<file path="src/rtl/key_switch_pkg.sv">
// constants shared by the key-switch controller files
package key_switch_pkg;
  localparam logic [7:0] KEY_CONTROL_ADDR = 8'h60;
  localparam logic [7:0] REPEAT_SEL_ADDR = 8'h61;
  localparam logic [7:0] KEY_STATUS_ADDR = 8'h62;
  localparam logic [7:0] KEY_PATTERN_ADDR = 8'h64;
  localparam logic [7:0] SUMMARY_ADDR = 8'h90;
  localparam logic [7:0] KEY_CONTROL_RST = 8'h20;
  localparam logic [7:0] REPEAT_SEL_RST = 8'h01;
  localparam logic [3:0] FLAGS_RST = 4'h0;
  localparam logic [15:0] RDATA_RST = 16'h0000;
  localparam int KEY_IN_EN_BIT = 0;
  localparam int IRQ_EN_LSB = 1;
  localparam int NMI_GATE_BIT = 5;
  localparam int FLAG_LSB = 1;
  localparam int SUMMARY_BIT = 2;
  localparam int PAT_SW2_BIT = 8;
  localparam int PAT_SW3_BIT = 10;
  localparam int KEY_COUNT = 7;
  localparam int CURSOR_KEYS = 5;
  localparam int EVENT_COUNT = 4;
  localparam int DEBOUNCE_SAMPLES = 3;
  localparam int CLK_HZ = 100000000;
  localparam int CYCLES_PER_MS = CLK_HZ / 1000;
  localparam int SAMPLE_PERIOD_MS = 10;
  localparam int POWER_ON_HOLD_MS = 500;
  localparam int POWER_OFF_HOLD_MS = 2000;
  localparam int REPEAT_BASE_MS = 100;
  localparam int REPEAT_STEP_MS = 50;
  localparam int SAMPLE_CYCLES = SAMPLE_PERIOD_MS * CYCLES_PER_MS;
  localparam int POWER_ON_CYCLES = POWER_ON_HOLD_MS * CYCLES_PER_MS;
  localparam int POWER_OFF_CYCLES = POWER_OFF_HOLD_MS * CYCLES_PER_MS;
  localparam int REPEAT_BASE_CYCLES = REPEAT_BASE_MS * CYCLES_PER_MS;
  localparam int REPEAT_STEP_CYCLES = REPEAT_STEP_MS * CYCLES_PER_MS;
  typedef enum logic {
    PWR_OFF = 1'b0,
    PWR_ON = 1'b1
  } power_state_t;
  localparam power_state_t POWER_RST = PWR_OFF;
endpackage : key_switch_pkg

</file>
<file path="src/rtl/hold_timer.sv">
// counts how long a level has been held and pulses on reaching a limit
`timescale 1ns/100ps
`default_nettype none
module hold_timer
  import key_switch_pkg::*;
(
  input wire logic i_sys_clk,
  input wire logic i_rst_b,
  input wire logic i_hold,
  input wire logic [31:0] i_limit,
  input wire logic i_repeat,
  output logic o_fire
);
  logic [31:0] cnt;
  logic done;
  logic [31:0] next_cnt;

  assign next_cnt = cnt + 32'h00000001;

  // one fire per hold unless repeating; a release restarts the count
  always_ff @(posedge i_sys_clk or negedge i_rst_b) begin
    if (!i_rst_b) begin
      cnt <= 32'h00000000;
      done <= 1'b0;
      o_fire <= 1'b0;
    end else if (!i_hold) begin
      cnt <= 32'h00000000;
      done <= 1'b0;
      o_fire <= 1'b0;
    end else if (done) begin
      o_fire <= 1'b0;
    end else if (next_cnt >= i_limit) begin
      cnt <= 32'h00000000;
      done <= !i_repeat;
      o_fire <= 1'b1;
    end else begin
      cnt <= next_cnt;
      o_fire <= 1'b0;
    end
  end
endmodule : hold_timer
`default_nettype wire

</file>
<file path="src/rtl/key_sampler.sv">
// periodic sampling and three-sample debounce of the application keys
`timescale 1ns/100ps
`default_nettype none
module key_sampler
  import key_switch_pkg::*;
#(
  parameter int SAMPLE_TICKS = SAMPLE_CYCLES
) (
  input wire logic i_sys_clk,
  input wire logic i_rst_b,
  input wire logic i_enable,
  input wire logic [KEY_COUNT-1:0] i_keys,
  output logic [KEY_COUNT-1:0] o_stable,
  output logic o_on_evt,
  output logic o_off_evt
);
  logic [31:0] tick_cnt;
  logic tick;
  logic [KEY_COUNT-1:0] hist [DEBOUNCE_SAMPLES-1];
  logic agree;

  assign tick = (tick_cnt == 32'(SAMPLE_TICKS - 1));

  always_ff @(posedge i_sys_clk or negedge i_rst_b) begin
    if (!i_rst_b) begin
      tick_cnt <= 32'h00000000;
    end else if (tick) begin
      tick_cnt <= 32'h00000000;
    end else begin
      tick_cnt <= tick_cnt + 32'h00000001;
    end
  end

  // older samples kept in a short shift line
  always_comb begin
    agree = 1'b1;
    for (int k = 0; k < DEBOUNCE_SAMPLES - 1; k++) begin
      agree = agree && (hist[k] == i_keys);
    end
  end

  generate
    for (genvar g = 0; g < DEBOUNCE_SAMPLES - 1; g++) begin : g_hist
      always_ff @(posedge i_sys_clk or negedge i_rst_b) begin
        if (!i_rst_b) begin
          hist[g] <= '0;
        end else if (!i_enable) begin
          hist[g] <= '0;
        end else if (tick) begin
          hist[g] <= (g == 0) ? i_keys : hist[(g == 0) ? 0 : g - 1];
        end
      end
    end
  endgenerate

  // disabling drops the pattern silently, without release events
  always_ff @(posedge i_sys_clk or negedge i_rst_b) begin
    if (!i_rst_b) begin
      o_stable <= '0;
      o_on_evt <= 1'b0;
      o_off_evt <= 1'b0;
    end else if (!i_enable) begin
      o_stable <= '0;
      o_on_evt <= 1'b0;
      o_off_evt <= 1'b0;
    end else if (tick && agree && (i_keys != o_stable)) begin
      o_stable <= i_keys;
      o_on_evt <= |(i_keys & ~o_stable);
      o_off_evt <= |(o_stable & ~i_keys);
    end else begin
      o_on_evt <= 1'b0;
      o_off_evt <= 1'b0;
    end
  end
endmodule : key_sampler
`default_nettype wire

</file>
<file path="src/rtl/key_switch_controller.sv">
// key-switch controller: power, reset and nmi buttons, debounced keys, event flags
//
// The strobed register port was left to the implementer.
`timescale 1ns/100ps
`default_nettype none
module key_switch_controller
  import key_switch_pkg::*;
#(
  parameter int SAMPLE_TICKS = SAMPLE_CYCLES,
  parameter int POWER_ON_TICKS = POWER_ON_CYCLES,
  parameter int POWER_OFF_TICKS = POWER_OFF_CYCLES,
  parameter int REPEAT_BASE_TICKS = REPEAT_BASE_CYCLES,
  parameter int REPEAT_STEP_TICKS = REPEAT_STEP_CYCLES
) (
  input wire logic i_sys_clk,
  input wire logic i_rst_b,
  input wire logic [7:0] i_addr,
  input wire logic [15:0] i_wdata,
  input wire logic i_wr,
  input wire logic i_rd,
  output logic [15:0] o_rdata,
  input wire logic i_power_btn,
  input wire logic i_reset_btn,
  input wire logic i_nmi_btn,
  input wire logic [KEY_COUNT-1:0] i_app_keys,
  output logic o_sys_power,
  output logic o_nmi_req,
  output logic o_irq
);
  logic [7:0] key_control;
  logic [7:0] repeat_interval_select;
  logic [EVENT_COUNT-1:0] flags;
  logic key_summary_flag;
  power_state_t power_state;
  logic [KEY_COUNT-1:0] stable;
  logic on_evt;
  logic off_evt;
  logic pwr_fire;
  logic rep_fire;
  logic rep_hold;
  logic [31:0] pwr_limit;
  logic [31:0] rep_limit;
  logic [EVENT_COUNT-1:0] events;
  logic [EVENT_COUNT-1:0] irq_en;
  logic [15:0] key_pattern;
  logic [15:0] next_rdata;
  logic status_wr;
  logic summary_wr;

  // lowest set bit of the one-hot select, so a mis-set register uses the shortest time
  function automatic logic [2:0] shortest_sel(input logic [7:0] sel);
    shortest_sel = 3'h0;
    for (int k = 7; k >= 0; k--) begin
      if (sel[k]) begin
        shortest_sel = 3'(k);
      end
    end
  endfunction : shortest_sel

  function automatic logic [15:0] pattern_of(input logic [KEY_COUNT-1:0] keys);
    pattern_of = 16'h0000;
    pattern_of[CURSOR_KEYS-1:0] = keys[CURSOR_KEYS-1:0];
    pattern_of[PAT_SW2_BIT] = keys[CURSOR_KEYS];
    pattern_of[PAT_SW3_BIT] = keys[CURSOR_KEYS+1];
  endfunction : pattern_of

  assign status_wr = i_wr && (i_addr == KEY_STATUS_ADDR);
  assign summary_wr = i_wr && (i_addr == SUMMARY_ADDR);
  assign irq_en = key_control[IRQ_EN_LSB +: EVENT_COUNT];
  assign key_pattern = pattern_of(stable);

  // register writes
  always_ff @(posedge i_sys_clk or negedge i_rst_b) begin
    if (!i_rst_b) begin
      key_control <= KEY_CONTROL_RST;
    end else if (i_wr && (i_addr == KEY_CONTROL_ADDR)) begin
      key_control <= {2'h0, i_wdata[5:0]};
    end
  end

  always_ff @(posedge i_sys_clk or negedge i_rst_b) begin
    if (!i_rst_b) begin
      repeat_interval_select <= REPEAT_SEL_RST;
    end else if (i_wr && (i_addr == REPEAT_SEL_ADDR)) begin
      repeat_interval_select <= i_wdata[7:0];
    end
  end

  key_sampler #(
    .SAMPLE_TICKS(SAMPLE_TICKS)
  ) u_sampler (
    .i_sys_clk(i_sys_clk),
    .i_rst_b(i_rst_b),
    .i_enable(key_control[KEY_IN_EN_BIT]),
    .i_keys(i_app_keys),
    .o_stable(stable),
    .o_on_evt(on_evt),
    .o_off_evt(off_evt)
  );

  // power button: the hold needed depends on whether the board is on
  assign pwr_limit = (power_state == PWR_ON) ? 32'(POWER_OFF_TICKS) : 32'(POWER_ON_TICKS);

  hold_timer u_power_timer (
    .i_sys_clk(i_sys_clk),
    .i_rst_b(i_rst_b),
    .i_hold(i_power_btn && !i_reset_btn),
    .i_limit(pwr_limit),
    .i_repeat(1'b0),
    .o_fire(pwr_fire)
  );

  always_ff @(posedge i_sys_clk or negedge i_rst_b) begin
    if (!i_rst_b) begin
      power_state <= POWER_RST;
      o_sys_power <= 1'b0;
    end else if (i_reset_btn) begin
      power_state <= PWR_OFF;
      o_sys_power <= 1'b0;
    end else if (pwr_fire) begin
      unique case (power_state)
        PWR_OFF: begin
          power_state <= PWR_ON;
          o_sys_power <= 1'b1;
        end
        PWR_ON: begin
          power_state <= PWR_OFF;
          o_sys_power <= 1'b0;
        end
      endcase
    end
  end

  // repeat restarts on any pattern change; the one-cycle hold drop clears the count
  assign rep_hold = (|stable) && !on_evt && !off_evt && (|repeat_interval_select);
  assign rep_limit = 32'(REPEAT_BASE_TICKS) + 32'(shortest_sel(repeat_interval_select)) *
    32'(REPEAT_STEP_TICKS);

  hold_timer u_repeat_timer (
    .i_sys_clk(i_sys_clk),
    .i_rst_b(i_rst_b),
    .i_hold(rep_hold),
    .i_limit(rep_limit),
    .i_repeat(1'b1),
    .o_fire(rep_fire)
  );

  assign events = {pwr_fire && (power_state == PWR_ON), rep_fire, off_evt, on_evt};

  // sticky flags: a new event beats a clearing write in the same cycle
  generate
    for (genvar g = 0; g < EVENT_COUNT; g++) begin : g_flag
      always_ff @(posedge i_sys_clk or negedge i_rst_b) begin
        if (!i_rst_b) begin
          flags[g] <= FLAGS_RST[g];
        end else begin
          flags[g] <= events[g] || (flags[g] && !(status_wr && !i_wdata[FLAG_LSB+g]));
        end
      end
    end
  endgenerate

  always_ff @(posedge i_sys_clk or negedge i_rst_b) begin
    if (!i_rst_b) begin
      key_summary_flag <= 1'b0;
    end else begin
      key_summary_flag <= (|events) ||
        (key_summary_flag && !(summary_wr && !i_wdata[SUMMARY_BIT]) && (|flags));
    end
  end

  always_ff @(posedge i_sys_clk or negedge i_rst_b) begin
    if (!i_rst_b) begin
      o_irq <= 1'b0;
    end else begin
      o_irq <= |(flags & irq_en);
    end
  end

  always_ff @(posedge i_sys_clk or negedge i_rst_b) begin
    if (!i_rst_b) begin
      o_nmi_req <= 1'b0;
    end else begin
      o_nmi_req <= i_nmi_btn && key_control[NMI_GATE_BIT];
    end
  end

  always_comb begin
    unique case (i_addr)
      KEY_CONTROL_ADDR: next_rdata = {8'h00, key_control};
      REPEAT_SEL_ADDR: next_rdata = {8'h00, repeat_interval_select};
      KEY_STATUS_ADDR: next_rdata = {11'h000, flags, 1'b0};
      KEY_PATTERN_ADDR: next_rdata = key_pattern;
      SUMMARY_ADDR: next_rdata = 16'(key_summary_flag) << SUMMARY_BIT;
      default: next_rdata = RDATA_RST;
    endcase
  end

  // read data last exactly one cycle after the strobe
  always_ff @(posedge i_sys_clk or negedge i_rst_b) begin
    if (!i_rst_b) begin
      o_rdata <= RDATA_RST;
    end else if (i_rd) begin
      o_rdata <= next_rdata;
    end else begin
      o_rdata <= RDATA_RST;
    end
  end
endmodule : key_switch_controller
`default_nettype wire

</file>
<file path="config.mk">
export PLATFORM = sky130hd
export DESIGN_NAME = key_switch_controller
export DESIGN_NICKNAME = d
export VERILOG_FILES = /design/src/rtl/key_switch_pkg.sv /design/src/rtl/hold_timer.sv /design/src/rtl/key_sampler.sv /design/src/rtl/key_switch_controller.sv
export SDC_FILE = /design/constraint.sdc
export NUM_CORES = 1
export LEC_CHECK = 0
export BUFFER_PORTS_ARGS = -buffer_cell sky130_fd_sc_hd__buf_2
export CAP_MARGIN = 20
export CORE_AREA = 8 8 136 138
export CTS_CLUSTER_SIZE = 40
export DETAILED_ROUTE_END_ITERATION = 10
export DIE_AREA = 0 0 144 146
export PLACE_DENSITY = 0.78
export SLEW_MARGIN = 5
export SYNTH_ARGS = -nofsm -noshare
export SYNTH_HDL_FRONTEND = slang
export SYNTH_SLANG_ARGS = --single-unit
</file>
<file path="constraint.sdc">
create_clock -name i_sys_clk -period 10.9 [get_ports i_sys_clk]
set_input_delay 1.09 -clock i_sys_clk [delete_from_list [all_inputs] [get_ports i_sys_clk]]
set_output_delay 1.09 -clock i_sys_clk [all_outputs]
set_load 0.01 [all_outputs]
</file>
Word-level counts from Yosys, hierarchy flattened
Cells that the tools add are included.
{"block": "totals", "register_bits": 161, "input_bits": 38}
{"block": "classes", "add_sub_neg": 4, "n_mul": 1, "n_lt_le_gt_ge": 2, "eq_ne": 13, "muxes": 41, "n_bitwise": 6, "reduce_logical": 49}
{"op": "$mux W32", "n": 7}
{"op": "$add A32 B1 Y32 const B", "n": 3}
{"op": "$pmux W11 S5", "n": 1}
{"op": "$mux W7", "n": 6}
{"op": "$eq A32 B20 Y1 const B", "n": 1}
{"op": "$eq A8 B7 Y1 const B", "n": 4}
{"op": "$ge A32 B27 Y1", "n": 1}
{"op": "$ge A32 B28 Y1", "n": 1}
{"op": "$mux W28", "n": 1}
{"op": "$add A24 B26 Y27 const A", "n": 1}
{"op": "$logic_and A1 B1 Y1", "n": 24}
{"op": "$mux W3", "n": 8}
{"op": "$reduce_or A7 Y1", "n": 3}
{"op": "$mul A3 B17 Y20 const B", "n": 1}
{"op": "$mux W1", "n": 16}
{"op": "$and A7 B7 Y7", "n": 2}
{"op": "$eq A7 B7 Y1", "n": 2}
{"op": "$not A7 Y7", "n": 2}
{"op": "$logic_not A1 Y1", "n": 12}
{"op": "$reduce_or A4 Y1", "n": 3}
{"op": "$mux W11", "n": 1}
{"op": "$eq A8 B8 Y1 const B", "n": 1}
{"op": "$reduce_or A8 Y1", "n": 1}
{"op": "$ne A7 B7 Y1", "n": 1}
{"op": "other kinds (7)", "n": 13}

Longest topological paths before layout
{"block": "logic_depth", "depth_word": 14, "mapped_depth": 27, "ltp_nobuf": 26}

Hierarchy
From an unflattened synthesis, not the netlist that was laid out.
{"block": "hier_totals", "hier_cells": 1264, "hier_area_um2": 11073.1}
{"module": "hold_timer", "instances": 2, "cells_each": 377, "area_per_inst_um2": 2904.0, "seq_area_each_um2": 850.8}
{"module": "key_sampler", "instances": 1, "cells_each": 274, "area_per_inst_um2": 2876.5, "seq_area_each_um2": 1376.3}
{"module": "key_switch_controller", "instances": 1, "cells_each": 236, "area_per_inst_um2": 2388.5, "seq_area_each_um2": 803.3}

Worst setup path after synthesis
OpenSTA, ideal clock, no wires.
{"block": "synth_timing", "path_kind": "register to register", "start": "register repeat_interval_select[4]", "end": "register u_repeat_timer.cnt[23]", "setup_time_ps": 64, "arrival_ps": 5626, "t_required_ps": 10836, "slack_ps": 5210, "path_stages_with_launch": 26, "path_buffers": 2, "path_cell_list": "dfrtp_1 > nor4_1 > and3b_1 > clkbuf_1 > ha_1 > inv_1 > ha_1 > a21oi_1 > o21ai_0 > and3_1 > nor2_1 > nor2_1 > o32a_1 > o311ai_1 > xnor2_1 > ha_1 > a21o_1 > a21o_1 > a21oi_1 > o21a_1 > o21ai_0 > or4_4 > or3_4 > buf_6 > nor3_1 > a21o_1"}
{"block": "synth_via", "elab_chain_len": 11}
{"element": "from (decl)", "line_no": "key_switch_controller.sv:31", "text": "logic [7:0] repeat_interval_select;"}
{"element": "from (signal assigned)", "line_no": "key_switch_controller.sv:85", "text": "repeat_interval_select <= i_wdata[7:0];"}
{"element": "$mux W3 (5 in a row)", "line_no": "key_switch_controller.sv:54", "text": "if (sel[k]) begin"}
{"element": "$mul A3 B17 Y20", "line_no": "key_switch_controller.sv:136", "text": "assign rep_limit = 32'(REPEAT_BASE_TICKS) + 32'(shortest_sel(repeat_interval_select)) *"}
{"element": "$add A24 B26 Y27", "line_no": "key_switch_controller.sv:136"}
{"element": "$ge A32 B27 Y1", "line_no": "hold_timer.sv:32", "text": "end else if (next_cnt >= i_limit) begin"}
{"element": "$mux W32", "line_no": "hold_timer.sv:32"}
{"element": "$mux W32", "line_no": "hold_timer.sv:30", "text": "end else if (done) begin"}
{"element": "$mux W32", "line_no": "hold_timer.sv:26", "text": "end else if (!i_hold) begin"}
{"element": "to (signal assigned)", "line_no": "hold_timer.sv:37", "text": "cnt <= next_cnt;"}
{"element": "to (decl)", "line_no": "hold_timer.sv:14", "text": "logic [31:0] cnt;"}
Several ways; a longest one is shown, not always the timed one. The select of a mux whose other input is x is not followed.
A chain may end at the register's enable or synchronous reset.

Worst setup path after layout
{"block": "layout_timing", "start": "register repeat_interval_select[4]", "end": "register u_repeat_timer.cnt[5]"}
The elaborated chain is that of the path after synthesis.

==> impl_metrics.tcl <==
set metrics [dict create \
    cts_resized 0 \
    combPwrFrac_pct 12.8 \
    crit_type "register to register" \
    diodes 0 \
    rsz0062_at_grt "no" \
    cpMaxStageDelayCell "or4_4" \
    grt_pass1_vias 7526 \
    critPathMaxFanout 12 \
    ys_types 78 \
    avgRoutedWirePerCell_um 16.5 \
    stdcell_area_um2 10600 \
    cts.sinks 155 \
    irDropWorstVdd_v 0.000111 \
    gp_congestion 0.851 \
    seq_area_frac_synth_pct 40.5 \
    switching_share_pct 27.3 \
    yosysTopAreaCell "dfrtp_1" \
    die_h_um 146 \
    via_count 7591 \
    clock_latency_ns 0.43 \
    p_seq_share_pct 42.9 \
    synth_edf_count 0 \
    reg2reg_slack_ns 4.41 \
    die_area_um2 21000 \
    viasPerCell 6.01 \
    drc 0 \
    rows 47 \
    fill_cells 1299 \
    postRouteAntennaNets 0 \
    hp-class "register to register" \
    core_um2 16300 \
    cap_violations 0 \
    drtIter0Drc 563 \
    ys_warn_count 0 \
    status "complete, no violations" \
    grt_usage_pct 20.4 \
    worst_slew_pin_slew_ns 1.02 \
    p_switching_uw 372 \
    internal_power_uw 994 \
    place_hpwl_um 14400 \
    period_minus_slack_ns 6.49 \
    cp-start-kind "register" \
    path_cells "o31ai_1 -> nand2_1 -> inv_1 -> ha_1 -> ha_1 -> a21oi_1 -> o21ai_0 -> and3_1 -> nor2_1 -> nor2_1 -> o32a_1 -> o311ai_1 -> xnor2_1 -> ha_1 -> a21o_1 -> a21o_1 -> a21oi_1 -> o21a_1 -> o21ai_0 -> or4_4 -> nor3_2 -> buf_6 -> and3_1 -> a211o_1" \
    p_total_mw 1.37 \
    p_leak_nw 5.07 \
    final_nets 1129 \
    root_buffer "clkbuf_16" \
    post_cts_buffers 0 \
    htree_levels 4 \
    grt_max_degree 83 \
    clock_path_buffers 2 \
    critical-path-top-delay-family "compound AO/OA/AOI/OAI gates" \
    arrival_ns 6.85 \
    final_max_slew_viol_count 0 \
    grt_pass1_wl_um 35400 \
    finalHoldViolCount 0 \
    async_flop_share_pct 100 \
    cpMostUsedCell "ha_1" \
    finalCritPeriodShare_pct 59.5 \
    antenna_found_initial 0 \
    cts_made_buffers 17 \
    syn_to_final_growth_pct 10.4 \
    ys_ff_latch 155 \
    synth_area_per_cell_um2 9.64 \
    clock_skew_ns 0.0120 \
    initial_core_util_pct 58.8 \
    synthFlopType "dfrtp_1" \
    portBuffers 42 \
    io_pins 57 \
    slowest_delay_ns 0.54 \
    slew_headroom_pct 32.0 \
    synth_most_common_cell "dfrtp_1" \
    netlist_top_cells_count "dfrtp_1, nand2_1, ha_1, xnor2_1, nor2_1" \
    critPathRequiredTime_ns 11.26 \
    power_density_nw_per_um2 129 \
    placed_area_um2 9950 \
    crit_path_end_kind "register" \
    synth_top_area_share_pct 40.0 \
    final_core_util_pct 64.9 \
    critPathBufInv 2 \
    clock_power_share_pct 44.3 \
    fmax_ghz 0.154 \
    path_clk_slew_ns 0.07 \
    setup_tns_ns 0 \
    drt_wl_total_um 20900 \
    cts_tree "yes" \
    syn_inst 994 \
    holdBufCountCts 0 \
    setup_viol 0 \
    synthTopCellsByArea "dfrtp_1, ha_1, xnor2_1, nand2_1, and3_1" \
    drive_gt1_share_pct 11.5 \
    firstDrtPassIters 5 \
    synthesis.area_um2 9580 \
    die_w_um 144 \
    grt_overflow 0 \
]
final timing paths:
check / from / to / cells after the start
worst max-delay path: repeat_interval_select[4]$_DFFE_PN0P_ / u_repeat_timer.cnt[5]$_DFFE_PN0N_ / 24
worst min-delay path: u_sampler.o_off_evt$_DFF_PN0_ / flags[1]$_DFF_PN0_ / 1
min in group asynchronous: i_rst_b / u_sampler.tick_cnt[24]$_DFF_PN0_ / 1
worst max register to register: repeat_interval_select[4]$_DFFE_PN0P_ / u_repeat_timer.cnt[5]$_DFFE_PN0N_ / 24
max in group asynchronous: i_rst_b / u_repeat_timer.cnt[25]$_DFFE_PN0N_ / 2
worst min register to register: u_sampler.o_off_evt$_DFF_PN0_ / flags[1]$_DFF_PN0_ / 1
layout by cell type (no fill, tap or decap), drive strengths merged, types with 4 or more instances in the layout:
cell,count
conb,6
a21boi,10
and2,15
a31oi,6
a22oi,11
nor2b,22
nand2b,12
or2,5
dfrtp,153
or3,6
nand2,83
a22o,26
nand4,23
mux2i,18
nor4,14
nor3,35
nor3b,7
nand3,45
a21o,33
o22ai,7
nor2,56
inv,52
xor2,27
xnor2,58
o21ai,33
ha,58
a21oi,28
mux2,14
buf,49
or4,4
and4,9
clkbuf,17
and3,40
routing by layer:
layer | GRT usage, % | part of all wire, % | vias up
met5 | 0 | 0 | -
met4 | 6.15 | 1.6 | 0
met3 | 4.17 | 5.7 | 33
met2 | 32.4 | 47 | 197
met1 | 27.2 | 46 | 3712
li1 | - | - | 3649
metrics by stage:
step	worst slack (ns)	hold WS, ns	std cells
final	4.41	0.467	1263
after detailed placement	4.14	0.453	1229
after global placement	4.29	0.441	1229
after CTS	4.08	0.466	1261
after global routing	3.93	0.497	1263
after floorplan	5.21	0.424	999
layout make-up:
cell class	count	area, µm²	share of cell area [%]
inverters	44	165	1.56
multi-input cells	763	5370	50.8
repair buffers	49	280	2.65
flip-flops and latches	155	3880	36.7
clock inverters	15	178	1.68
clock buffers	17	425	4.02
well taps	220	275	2.60
sequential cells by signal, indices dropped and copies added, names as in the netlist:
signal	cells
u_power_timer.cnt	32
u_repeat_timer.cnt	32
u_sampler.tick_cnt	32
u_sampler.hist	14
o_rdata	10
repeat_interval_select	8
u_sampler.o_stable	7
key_control	6
flags	4
key_summary_flag	1
o_irq	1
o_nmi_req	1
power_state	1
u_power_timer.done	1
u_power_timer.o_fire	1
u_repeat_timer.done	1
u_repeat_timer.o_fire	1
u_sampler.o_off_evt	1
u_sampler.o_on_evt	1
kinds of logic after synthesis:
family	synth area share (%)
adder cells (fa/ha/maj)	8.20
AO/OA/AOI/OAI	14.2
multiplexers	3.53
flip-flops	40.5
other	0.0391
buffers and inverters	3.71
AND/OR/NAND/NOR	22.1
XOR/XNOR	7.77
power groups by stage:
stage,Combinational (mW),Sequential (mW),Clock (mW)
finish,0.175,0.585,0.605
global route,0.199,0.586,0.639
CTS,0.175,0.585,0.613
detailed placement,0.172,0.596,0
global placement,0.168,0.596,0
floorplan,0.123,0.594,0
No activity file was read; power rests on OpenSTA's default activity.
